### config.mk
export PLATFORM = sky130hd
export DESIGN_NAME = atr_regs
export DESIGN_NICKNAME = d
export VERILOG_FILES = /design/src/pkg/atr_pkg.sv /design/src/atr_sync.sv /design/src/atr_regs.sv
export VERILOG_INCLUDE_DIRS = /design/src /design/src/pkg
export SDC_FILE = /design/constraint.sdc
export NUM_CORES = 1
export LEC_CHECK = 0
export ABC_AREA = 1
export BUFFER_PORTS_ARGS = -buffer_cell sky130_fd_sc_hd__buf_4
export CORE_MARGIN = 2
export CORE_UTILIZATION = 50
export DETAILED_ROUTE_END_ITERATION = 7
export GPL_TIMING_DRIVEN = 0
export PLACE_DENSITY = 0.77
export SYNTH_ARGS = -nofsm -noshare
export SYNTH_HDL_FRONTEND = slang
export SYNTH_SLANG_ARGS = --single-unit
### constraint.sdc
create_clock -name CLK -period 5.1 [get_ports CLK]
set_input_delay 1.02 -clock CLK [delete_from_list [all_inputs] [get_ports CLK]]
set_output_delay 1.02 -clock CLK [all_outputs]
set_load 0.01 [all_outputs]
### src/pkg/atr_defines.svh
`ifndef ATR_DEFINES_SVH
`define ATR_DEFINES_SVH

// ****************************************
// Register offsets
// ****************************************
`define ATR_OFS_TURNS 8'h2C
`define ATR_OFS_HYST 8'h30
`define ATR_OFS_FINE 8'h32
`define ATR_OFS_LOWP 8'h34

// ****************************************
// Field positions and fixed values
// ****************************************
`define ATR_ID_TURNS 3'h6
`define ATR_BIT_FAULT 14
`define ATR_BIT_UV 13
`define ATR_BIT_PARITY 12
`define ATR_UNMAPPED_WORD 16'h0000

// ****************************************
// Reset values
// ****************************************
`define ATR_RST_WORD 16'h0000
`define ATR_RST_POS 12'h000
`define ATR_RST_OCTANT 3'h0

`endif

### src/pkg/atr_pkg.sv
package atr_pkg;

    typedef enum logic [1:0] {
        ATR_STEP_NONE = 2'h0,
        ATR_STEP_UP = 2'h1,
        ATR_STEP_DOWN = 2'h3
    } atr_step_type;

    typedef enum logic [1:0] {
        ATR_TRK_WAIT = 2'h0,
        ATR_TRK_RUN = 2'h1
    } atr_track_type;

endpackage

### src/atr_sync.sv
`timescale 1ns/1ns

// Three-stage synchroniser; output follows once stages two and three agree
module atr_sync #(
    parameter int WIDTH = 1
) (
    input wire logic clk,
    input wire logic rst_n,
    input wire logic [WIDTH-1:0] d,
    output logic [WIDTH-1:0] q
);
    logic [WIDTH-1:0] s1_r;
    logic [WIDTH-1:0] s2_r;
    logic [WIDTH-1:0] s3_r;
    logic [WIDTH-1:0] q_r;
    logic [WIDTH-1:0] q_nxt;

    always_comb begin
        q_nxt = q_r;
        if (s2_r == s3_r) begin
            q_nxt = s3_r;
        end
    end

    always_ff @(posedge clk or negedge rst_n) begin
        if (!rst_n) begin
            s1_r <= '0;
            s2_r <= '0;
            s3_r <= '0;
            q_r <= '0;
        end else begin
            s1_r <= d;
            s2_r <= s1_r;
            s3_r <= s2_r;
            q_r <= q_nxt;
        end
    end

    assign q = q_r;
endmodule // atr_sync

### src/atr_regs.sv
`timescale 1ns/1ns
`include "atr_defines.svh"

// Behaviour
// - Turns word carries identifier 110 in bits 15 to 13.
// - Bit 12 of turns, hysteresis and low-power words makes ones count odd.
// - Turns is 12-bit two's complement relative to power-up angle.
// - Turns step is half or eighth rotation per nonvolatile setting.
// - Counter tracks 256 full rotations either way in both modes.
// - Half mode spans -512..511; eighth mode spans -2048..2047.
// - Bit 14 of hysteresis and low-power words is OR of unmasked error and warning bits.
// - Bit 13 is masked OR of synchronised analog and real-time digital undervoltage.
// - Hysteresis word holds 12-bit hysteresis angle, bit 15 zero.
// - Fine word holds 15-bit compensated angle, bit 15 zero.
// - Turns count derives from zero-crossing angle path, both power modes.
// - Low-power word holds 12-bit zero-crossing angle, bit 15 zero.
// - Passing the 256-rotation limit latches overflow until turns reset.
module atr_regs #(
    parameter int ERR_W = 16,
    parameter int WARN_W = 16
) (
    input wire logic CLK,
    input wire logic RST_B,
    input wire logic LINK_CLK,
    input wire logic LINK_SEL_B,
    input wire logic LINK_WR,
    input wire logic [7:0] LINK_ADDR,
    input wire logic [ERR_W-1:0] ERR_FLAGS,
    input wire logic [ERR_W-1:0] ERR_MASK,
    input wire logic [WARN_W-1:0] WARN_FLAGS,
    input wire logic [WARN_W-1:0] WARN_MASK,
    input wire logic ANALOG_UNDERVOLTAGE,
    input wire logic DIGITAL_UNDERVOLTAGE,
    input wire logic ANALOG_UV_MASK,
    input wire logic DIGITAL_UV_MASK,
    input wire logic TURNS_STEP_EIGHTH,
    input wire logic [11:0] HYSTERESIS_ANGLE_VALUE,
    input wire logic [14:0] FINE_ANGLE_VALUE,
    input wire logic [11:0] ZERO_CROSSING_ANGLE_VALUE,
    input wire logic ZERO_CROSSING_VALID,
    input wire logic TURNS_RESET,
    output logic [15:0] RD_DATA,
    output logic RD_VALID,
    output logic ROTATION_COUNT_OVERFLOW
);
    // ****************************************
    // Reset release
    // ****************************************
    logic rst_s1_r;
    logic rst_n;

    always_ff @(posedge CLK or negedge RST_B) begin
        if (!RST_B) begin
            rst_s1_r <= 1'b0;
            rst_n <= 1'b0;
        end else begin
            rst_s1_r <= 1'b1;
            rst_n <= rst_s1_r;
        end
    end

    // ****************************************
    // Pin synchronisers
    // ****************************************
    logic [11:0] link_q;
    logic link_clk_s;
    logic link_sel_b_s;
    logic link_wr_s;
    logic [7:0] link_addr_s;
    logic uva_s;

    atr_sync #(.WIDTH(12)) u_link_sync (
        .clk(CLK),
        .rst_n(rst_n),
        .d({LINK_CLK, LINK_SEL_B, LINK_WR, ANALOG_UNDERVOLTAGE, LINK_ADDR}),
        .q(link_q)
    );

    assign link_clk_s = link_q[11];
    assign link_sel_b_s = link_q[10];
    assign link_wr_s = link_q[9];
    assign uva_s = link_q[8];
    assign link_addr_s = link_q[7:0];

    // ****************************************
    // Turns tracking on the zero-crossing path
    // ****************************************
    // Position is kept in eighths; half mode shows it shifted by two,
    // so both modes share one 256-rotation limit.
    atr_pkg::atr_track_type trk_r;
    atr_pkg::atr_track_type trk_nxt;
    atr_pkg::atr_step_type step;
    logic [2:0] oct_r;
    logic [2:0] oct_nxt;
    logic [2:0] oct_now;
    logic [2:0] oct_diff;
    logic signed [11:0] pos_r;
    logic signed [11:0] pos_nxt;
    logic tov_r;
    logic tov_nxt;
    logic ovf_hit;

    assign oct_now = ZERO_CROSSING_ANGLE_VALUE[11:9];
    assign oct_diff = oct_now - oct_r;
    // Overflow event; it beats a turns reset in the same cycle
    assign ovf_hit = ZERO_CROSSING_VALID && (trk_r == atr_pkg::ATR_TRK_RUN) &&
        (((oct_diff == 3'h1) && (pos_r == 12'sh7FF)) ||
        ((oct_diff == 3'h7) && (pos_r == -12'sh800)));

    always_comb begin
        trk_nxt = trk_r;
        oct_nxt = oct_r;
        pos_nxt = pos_r;
        tov_nxt = tov_r;
        step = atr_pkg::ATR_STEP_NONE;
        if (oct_diff == 3'h1) begin
            step = atr_pkg::ATR_STEP_UP;
        end else if (oct_diff == 3'h7) begin
            step = atr_pkg::ATR_STEP_DOWN;
        end
        if (TURNS_RESET) begin
            // Rebase on the next sample, clear count; overflow unless hit now
            trk_nxt = atr_pkg::ATR_TRK_WAIT;
            pos_nxt = `ATR_RST_POS;
            tov_nxt = ovf_hit;
        end else if (ZERO_CROSSING_VALID) begin
            case (trk_r)
                atr_pkg::ATR_TRK_WAIT: begin
                    oct_nxt = oct_now;
                    trk_nxt = atr_pkg::ATR_TRK_RUN;
                end
                atr_pkg::ATR_TRK_RUN: begin
                    oct_nxt = oct_now;
                    // Jumps past one octant are dropped; sample rate must keep up
                    case (step)
                        atr_pkg::ATR_STEP_UP: begin
                            if (pos_r == 12'sh7FF) begin
                                tov_nxt = 1'b1;
                            end else begin
                                pos_nxt = pos_r + 12'sh001;
                            end
                        end
                        atr_pkg::ATR_STEP_DOWN: begin
                            if (pos_r == -12'sh800) begin
                                tov_nxt = 1'b1;
                            end else begin
                                pos_nxt = pos_r - 12'sh001;
                            end
                        end
                        default: begin
                            pos_nxt = pos_r;
                        end
                    endcase
                end
                default: begin
                    trk_nxt = atr_pkg::ATR_TRK_WAIT;
                end
            endcase
        end
    end

    always_ff @(posedge CLK or negedge rst_n) begin
        if (!rst_n) begin
            trk_r <= atr_pkg::ATR_TRK_WAIT;
            oct_r <= `ATR_RST_OCTANT;
            pos_r <= `ATR_RST_POS;
            tov_r <= 1'b0;
        end else begin
            trk_r <= trk_nxt;
            oct_r <= oct_nxt;
            pos_r <= pos_nxt;
            tov_r <= tov_nxt;
        end
    end

    // ****************************************
    // Word assembly
    // ****************************************
    logic [11:0] turns_val;
    logic fault_flag;
    logic uv_flag;
    logic [15:0] turns_word;
    logic [15:0] hyst_word;
    logic [15:0] fine_word;
    logic [15:0] lowp_word;
    logic [15:0] sel_word;

    // Half mode: arithmetic shift maps -2048..2047 onto -512..511
    assign turns_val = TURNS_STEP_EIGHTH ? pos_r : (pos_r >>> 2);
    assign fault_flag = (|(ERR_FLAGS & ~ERR_MASK)) | (|(WARN_FLAGS & ~WARN_MASK));
    assign uv_flag = (uva_s & ~ANALOG_UV_MASK) | (DIGITAL_UNDERVOLTAGE & ~DIGITAL_UV_MASK);

    assign turns_word = {`ATR_ID_TURNS, ~^{`ATR_ID_TURNS, turns_val}, turns_val};
    assign hyst_word = {1'b0, fault_flag, uv_flag,
        ~^{fault_flag, uv_flag, HYSTERESIS_ANGLE_VALUE}, HYSTERESIS_ANGLE_VALUE};
    assign fine_word = {1'b0, FINE_ANGLE_VALUE};
    assign lowp_word = {1'b0, fault_flag, uv_flag,
        ~^{fault_flag, uv_flag, ZERO_CROSSING_ANGLE_VALUE}, ZERO_CROSSING_ANGLE_VALUE};

    always_comb begin
        case (link_addr_s)
            `ATR_OFS_TURNS: sel_word = turns_word;
            `ATR_OFS_HYST: sel_word = hyst_word;
            `ATR_OFS_FINE: sel_word = fine_word;
            `ATR_OFS_LOWP: sel_word = lowp_word;
            default: sel_word = `ATR_UNMAPPED_WORD;
        endcase
    end

    // ****************************************
    // Link read port
    // ****************************************
    logic link_clk_d_r;
    logic link_rise;
    logic [15:0] rd_data_r;
    logic [15:0] rd_data_nxt;
    logic rd_valid_r;
    logic rd_valid_nxt;

    assign link_rise = link_clk_s & ~link_clk_d_r & ~link_sel_b_s;

    always_comb begin
        rd_data_nxt = rd_data_r;
        rd_valid_nxt = 1'b0;
        // Writes get no answer and touch nothing
        if (link_rise && !link_wr_s) begin
            rd_data_nxt = sel_word;
            rd_valid_nxt = 1'b1;
        end
    end

    always_ff @(posedge CLK or negedge rst_n) begin
        if (!rst_n) begin
            link_clk_d_r <= 1'b0;
            rd_data_r <= `ATR_RST_WORD;
            rd_valid_r <= 1'b0;
        end else begin
            link_clk_d_r <= link_clk_s;
            rd_data_r <= rd_data_nxt;
            rd_valid_r <= rd_valid_nxt;
        end
    end

    assign RD_DATA = rd_data_r;
    assign RD_VALID = rd_valid_r;
    assign ROTATION_COUNT_OVERFLOW = tov_r;
endmodule // atr_regs

# == After elaboration in Yosys (flattened, before gate mapping) ==
# Cells that the tools add are included.
# totals
register_bits,86
output_inout_bits,18
# classes
n_addsub,3
n_eq_ne,17
mux,20
n_bitwise,15
n_reduce_logical,21
# ops
operator,count
16-bit case mux with 4 select lines,1
12-bit two-way mux,5
16-bit AND,2
8-bit by 6-bit == test with 1-bit output (second input constant),4
16-bit NOT,2
16-bit OR reduction,2
14-bit XNOR reduction,2
12-bit == test (second input constant),2
12-bit case mux with 2 select lines,1
15-bit XNOR reduction,1
12-bit by 2-bit adder with 12-bit output (second input constant),1
12-bit == test,1
3-bit inequality test (second input constant),4
12-bit by 2-bit subtractor with 12-bit output (second input constant),1
11-bit two-way mux,1
5-bit AND reduction,2
2-bit two-way mux,4
1-bit two-way mux,6
1-bit logical AND,5
1-bit NOT,5
1-bit AND,4
2-bit by 1-bit == test with 1-bit output (second input constant),2
2-bit case mux with 2 select lines,1
2-bit nonzero test,2
14 further kinds,15

# == Longest topological paths before layout ==
# logic_depth
depth_word,9
mapped_depth,15
depth_no_buf,15

# == Hierarchy ==
# A second synthesis with hierarchy kept.
# hier_totals
cells_unflattened,804
area_unflattened_um2,5480.3
# modules_own_cells
mod,instances,cells_each,area_per_inst_um2,seq_area_each_um2
atr_regs,1,636,3772.4,925.9
atr_sync,1,168,1707.9,1201.2

# == Least setup slack after synthesis ==
# OpenSTA, ideal clock, no wires.
# synth_path
path_type,input -> register
from,input ZERO_CROSSING_ANGLE_VALUE[9]
to,register pos_r[8]
setup_ns,0.122
arrival_ns,3.261
required_ns,4.978
path_slack_ns,1.717
path_stages,14
path_cell_list,inv_1 -> ha_1 -> fa_1 -> xor2_1 -> inv_1 -> nand3_4 -> inv_2 -> ha_1 -> a21oi_1 -> o21ai_0 -> a21o_1 -> a31oi_1 -> xor2_1 -> o21ai_1
# synth_via
elab_chain_cells,9
elab_cells_between_ends,15
cone_classes,1 x add/sub; 6 x eq/ne; 6 x mux; 2 x reduce/logical
# synth_lines
item,line,text
start: declaration,atr_regs.sv:39,"input wire logic [11:0] ZERO_CROSSING_ANGLE_VALUE,"
3-bit subtractor (*),atr_regs.sv:104,assign oct_diff = oct_now - oct_r;
3-bit == test,atr_regs.sv:118,end else if (oct_diff == 3'h7) begin
2-bit two-way mux,atr_regs.sv:118,
2-bit two-way mux (*),atr_regs.sv:116,if (oct_diff == 3'h1) begin
2-bit == test / 2-bit by 1-bit == test with 1-bit output (equally long branches),atr_regs.sv:135,case (step)
12-bit case mux with 2 select lines,atr_regs.sv:135,
12-bit two-way mux,atr_regs.sv:127,case (trk_r)
12-bit two-way mux,atr_regs.sv:126,end else if (ZERO_CROSSING_VALID) begin
12-bit two-way mux,atr_regs.sv:121,if (TURNS_RESET) begin
end signal: assignment,atr_regs.sv:166,pos_r <= `ATR_RST_POS;
end signal: assignment,atr_regs.sv:171,pos_r <= pos_nxt;
end: declaration,atr_regs.sv:97,logic signed [11:0] pos_r;
# Mark *: on every way between the ends. The rest lies on a longest branch, timed or not. The select of a mux whose other input is x is not followed.
# A chain may end at the register's enable or synchronous reset.

# == Worst setup path after layout ==
# layout_path
from,input ZERO_CROSSING_ANGLE_VALUE[9]
to,register pos_r[11]
# Same word-level chain as after synthesis.

==> metrics.md <==
| Metric | Value |
|---|---|
| Outcome | `completed` |
| Critical path endpoint category | `flop` |
| Combinational share of power | `0.220` |
| Final Setup Violations | `0` |
| Detail Route Antenna Nets | `0` |
| H-tree depth | `3` |
| First-pass GRT wire length | `23,400 um` |
| Post-synth EDFFs | `0` |
| Worst Path Max Fanout | `13` |
| Total design power | `about 1.6 mW` |
| Synth warn | `0` |
| # IOs | `141` |
| Period minus WS final | `about 3.6 ns` |
| Postcts setup bufs | `0` |
| Vias/cell | `5.13` |
| Total Routing Usage GR | `0.265` |
| Vias in the first global route | `5,003` |
| Largest net degree at the start of global routing | `a little under 60` |
| Sw Pwr | `about 0.50 mW` |
| I/O Buffers | `about 140` |
| Layout cells sized above 1 | `0.214` |
| Synth-to-Final Area Change | `27.8%` |
| Crit path DAT | `slightly below 4 ns` |
| Final net count | `991` |
| Top-area cell type share of the netlist area | `0.410` |
| Max_slew headroom | `0.629` |
| Cells after synthesis | `around 700` |
| Initial Utilization | `0.509` |
| Setup TNS after final layout | `0 ns` |
| CTS clk-pin slew, worst paths | `around 0.10 ns` |
| CP Class | `input port to flop` |
| Largest area contributor in the netlist | `dfrtp_1` |
| Final worst slack | `around 1.5 ns` |
| Cts repair resizes | `0` |
| Least-Margin Pin Slew | `0.557 ns` |
| Synth area leaders | `dfrtp_1 41%, nand2_1 18%, inv_1 7.2%, o21ai_0 3.5%, nor2_1 3.0%` |
| Power density cells | `approximately 240 nW/um^2` |
| DRC violations left | `0` |
| Skew final | `around 0.011 ns` |
| RR Endpoint | `pos_r[11]$_DFFE_PN0P_` |
| CTS root buf | `clkbuf_8` |
| Post-detail-place hpwl | `about 11,000 um` |
| Total CTS buffers | `9` |
| Power share of the clock group | `0.310` |
| Fin cells | `996` |
| DR WL/cell | `roughly 14 um` |
| RePlAce Congestion | `about 0.93` |
| Synth cell types | `~40` |
| Hold crit path type | `flop to async pin` |
| Worst-skew pair later-pin latency | `about 0.38 ns` |
| Gr ovfl total | `0` |
| Register area share after synthesis | `0.410` |
| Slew Viols, Final | `0` |
| Antenna Diode Count | `0` |
| Power share of the sequential group | `0.470` |
| FF-to-FF Start | `oct_r[0]$_DFFE_PN0P_` |
| Die Y | `between 100 and 150 um` |
| Vias | `between 5,000 and 6,000` |
| Clock Sinks | `85` |
| Worst Hold Slack | `about 0.25 ns` |
| Worst reg2reg setup slack | `roughly 2 ns` |
| Post-Route WL | `between 10,000 and 15,000 um` |
| Worst vdd ir | `0.248 mV` |
| P_leak | `between 3 and 4 nW` |
| Async set or reset register ratio after synthesis | `1.00` |
| Final period util | `0.698` |
| Unrepaired setup endpoints after global routing | `false` |
| CTS max path bufs | `2` |
| Sw Ratio | `0.321` |
| FP Rows | `37` |
| Internal power | `1.06 mW` |
| Post-DP Area | `about 6400 um^2` |
| Placement Setup Slack | `roughly 1.2 ns` |
| Worst EP required | `approximately 5.4 ns` |
| Most numerous cell in the Yosys netlist | `nand2_1` |
| Synth Register Bits | `85` |
| Cells after DPL | `around 1,000` |
| Max Clock Freq | `~0.28 GHz` |
| Initial antenna violation count | `0` |
| Syn Std Cell Area | `between 5000 and 6000 um^2` |
| CTS tree | `yes` |
| Final core occ | `0.651` |
| Mapped Nets | `840` |
| # hold bufs at CTS | `0` |
| Max Cap Viol | `0` |
| FF-to-FF path depth | `14` |
| Chip Width | `roughly 110 um` |
| Main synth FF type | `dfrtp_1` |
| First-pass detailed-route iteration total | `5` |
| Top cells by count, synth | `253 x nand2_1, 100 x inv_1, 85 x dfrtp_1` |
| Final hold viol count | `0` |
| Design area | `around 6600 um^2` |
| Syn Area/Cell | `approximately 7.4 um^2` |
| Die Area | `11,200 um^2` |
| Core ar. | `10,200 um^2` |
| Iter 0 DRT Violations | `244` |
| Crit path launch type | `input port` |
==> how the worst max path moves through the flow <==
stage	cells past startpoint	to	slack, ns	start
after floorplan	14	pos_r[8]$_DFFE_PN0P_	1.72	ZERO_CROSSING_ANGLE_VALUE[9]
final	16	pos_r[11]$_DFFE_PN0P_	1.54	ZERO_CROSSING_ANGLE_VALUE[9]
after detailed placement	16	pos_r[11]$_DFFE_PN0P_	1.16	ZERO_CROSSING_ANGLE_VALUE[9]
after CTS	16	pos_r[11]$_DFFE_PN0P_	1.54	ZERO_CROSSING_ANGLE_VALUE[9]
after global placement	16	pos_r[11]$_DFFE_PN0P_	1.26	ZERO_CROSSING_ANGLE_VALUE[9]
after global routing	16	pos_r[11]$_DFFE_PN0P_	1.27	ZERO_CROSSING_ANGLE_VALUE[9]
==> cell families after synthesis <==
| group | after synthesis | synth area share |
|---|---|---|
| other | 1 | 0.000723 |
| flip-flops | 85 | 0.410 |
| buffers and inverters | 115 | 0.0890 |
| AND/OR/NAND/NOR | 350 | 0.277 |
| AO/OA/AOI/OAI | 99 | 0.117 |
| multiplexers | 5 | 0.0109 |
| XOR/XNOR | 36 | 0.0608 |
| adder cells (fa/ha/maj) | 13 | 0.0343 |
==> registers in the layout, indices dropped and copies added, names as in the netlist <==
register                 flops
RD_DATA                     16
rst_n                        1
u_link_sync.s1_r            12
RD_VALID                     1
trk_r                        1
u_link_sync.q               12
pos_r                       12
ROTATION_COUNT_OVERFLOW      1
u_link_sync.s2_r            12
oct_r                        3
rst_s1_r                     1
u_link_sync.s3_r            12
link_clk_d_r                 1
==> power groups by stage <==
stage	clock, mW	combinational [mW]	sequential (mW)
CTS	0.492	0.344	0.732
floorplan	0	0.190	0.748
global placement	0	0.320	0.751
global route	0.520	0.387	0.737
finish	0.483	0.343	0.732
detailed placement	0	0.342	0.746
==> layout make-up <==
class | count | area, um^2
flip-flops and latches | 85 | 2130
fillers | 890 | 3560
clock inverters | 7 | 73.8
inverters | 103 | 387
well taps | 136 | 170
multi-input cells | 504 | 2600
plain buffers | 12 | 75.1
repair buffers | 140 | 1070
clock buffers | 9 | 124
==> placed cells by master (no fill, tap or decap), drive strengths merged <==
master	netlist	layout
o2bb2ai	6	6
xnor2	18	18
a31oi	2	2
inv	103	107
a211oi	5	5
buf	7	147
nor2	44	44
fa	2	2
a221oi	6	6
o21ai	45	45
ha	11	11
mux2	5	5
o2111ai	2	2
o22ai	5	5
nor3	9	9
or2	1	1
a21o	2	2
nor4	4	4
dfrtp	85	85
nand2	254	254
o221ai	2	2
clkbuf	5	14
clkinv	0	3
nand4	7	7
xor2	18	18
and2	1	1
a21oi	22	22
conb	1	1
nand3	30	30
o21a	2	2
==> critical path, cell delays in order <==
cell,delay (ns)
buf_4,0.12
inv_1,0.07
ha_1,0.21
fa_1,0.37
xor2_1,0.18
inv_1,0.10
nand3_4,0.09
inv_2,0.22
ha_1,0.34
a21oi_1,0.15
nand2_1,0.09
a21oi_1,0.31
o221ai_1,0.24
nand2_1,0.11
nand3_1,0.07
o21ai_0,0.16
==> per-layer routing <==
metal  up-vias  track usage  wire length, um
met5         -            0                0
met4         0       0.0912              378
met3        29       0.0618             1090
met2       201        0.468             6950
met1      2346        0.317             5770
li1       2534            -                -
Note: power is estimated with default switching activity, not from simulation.
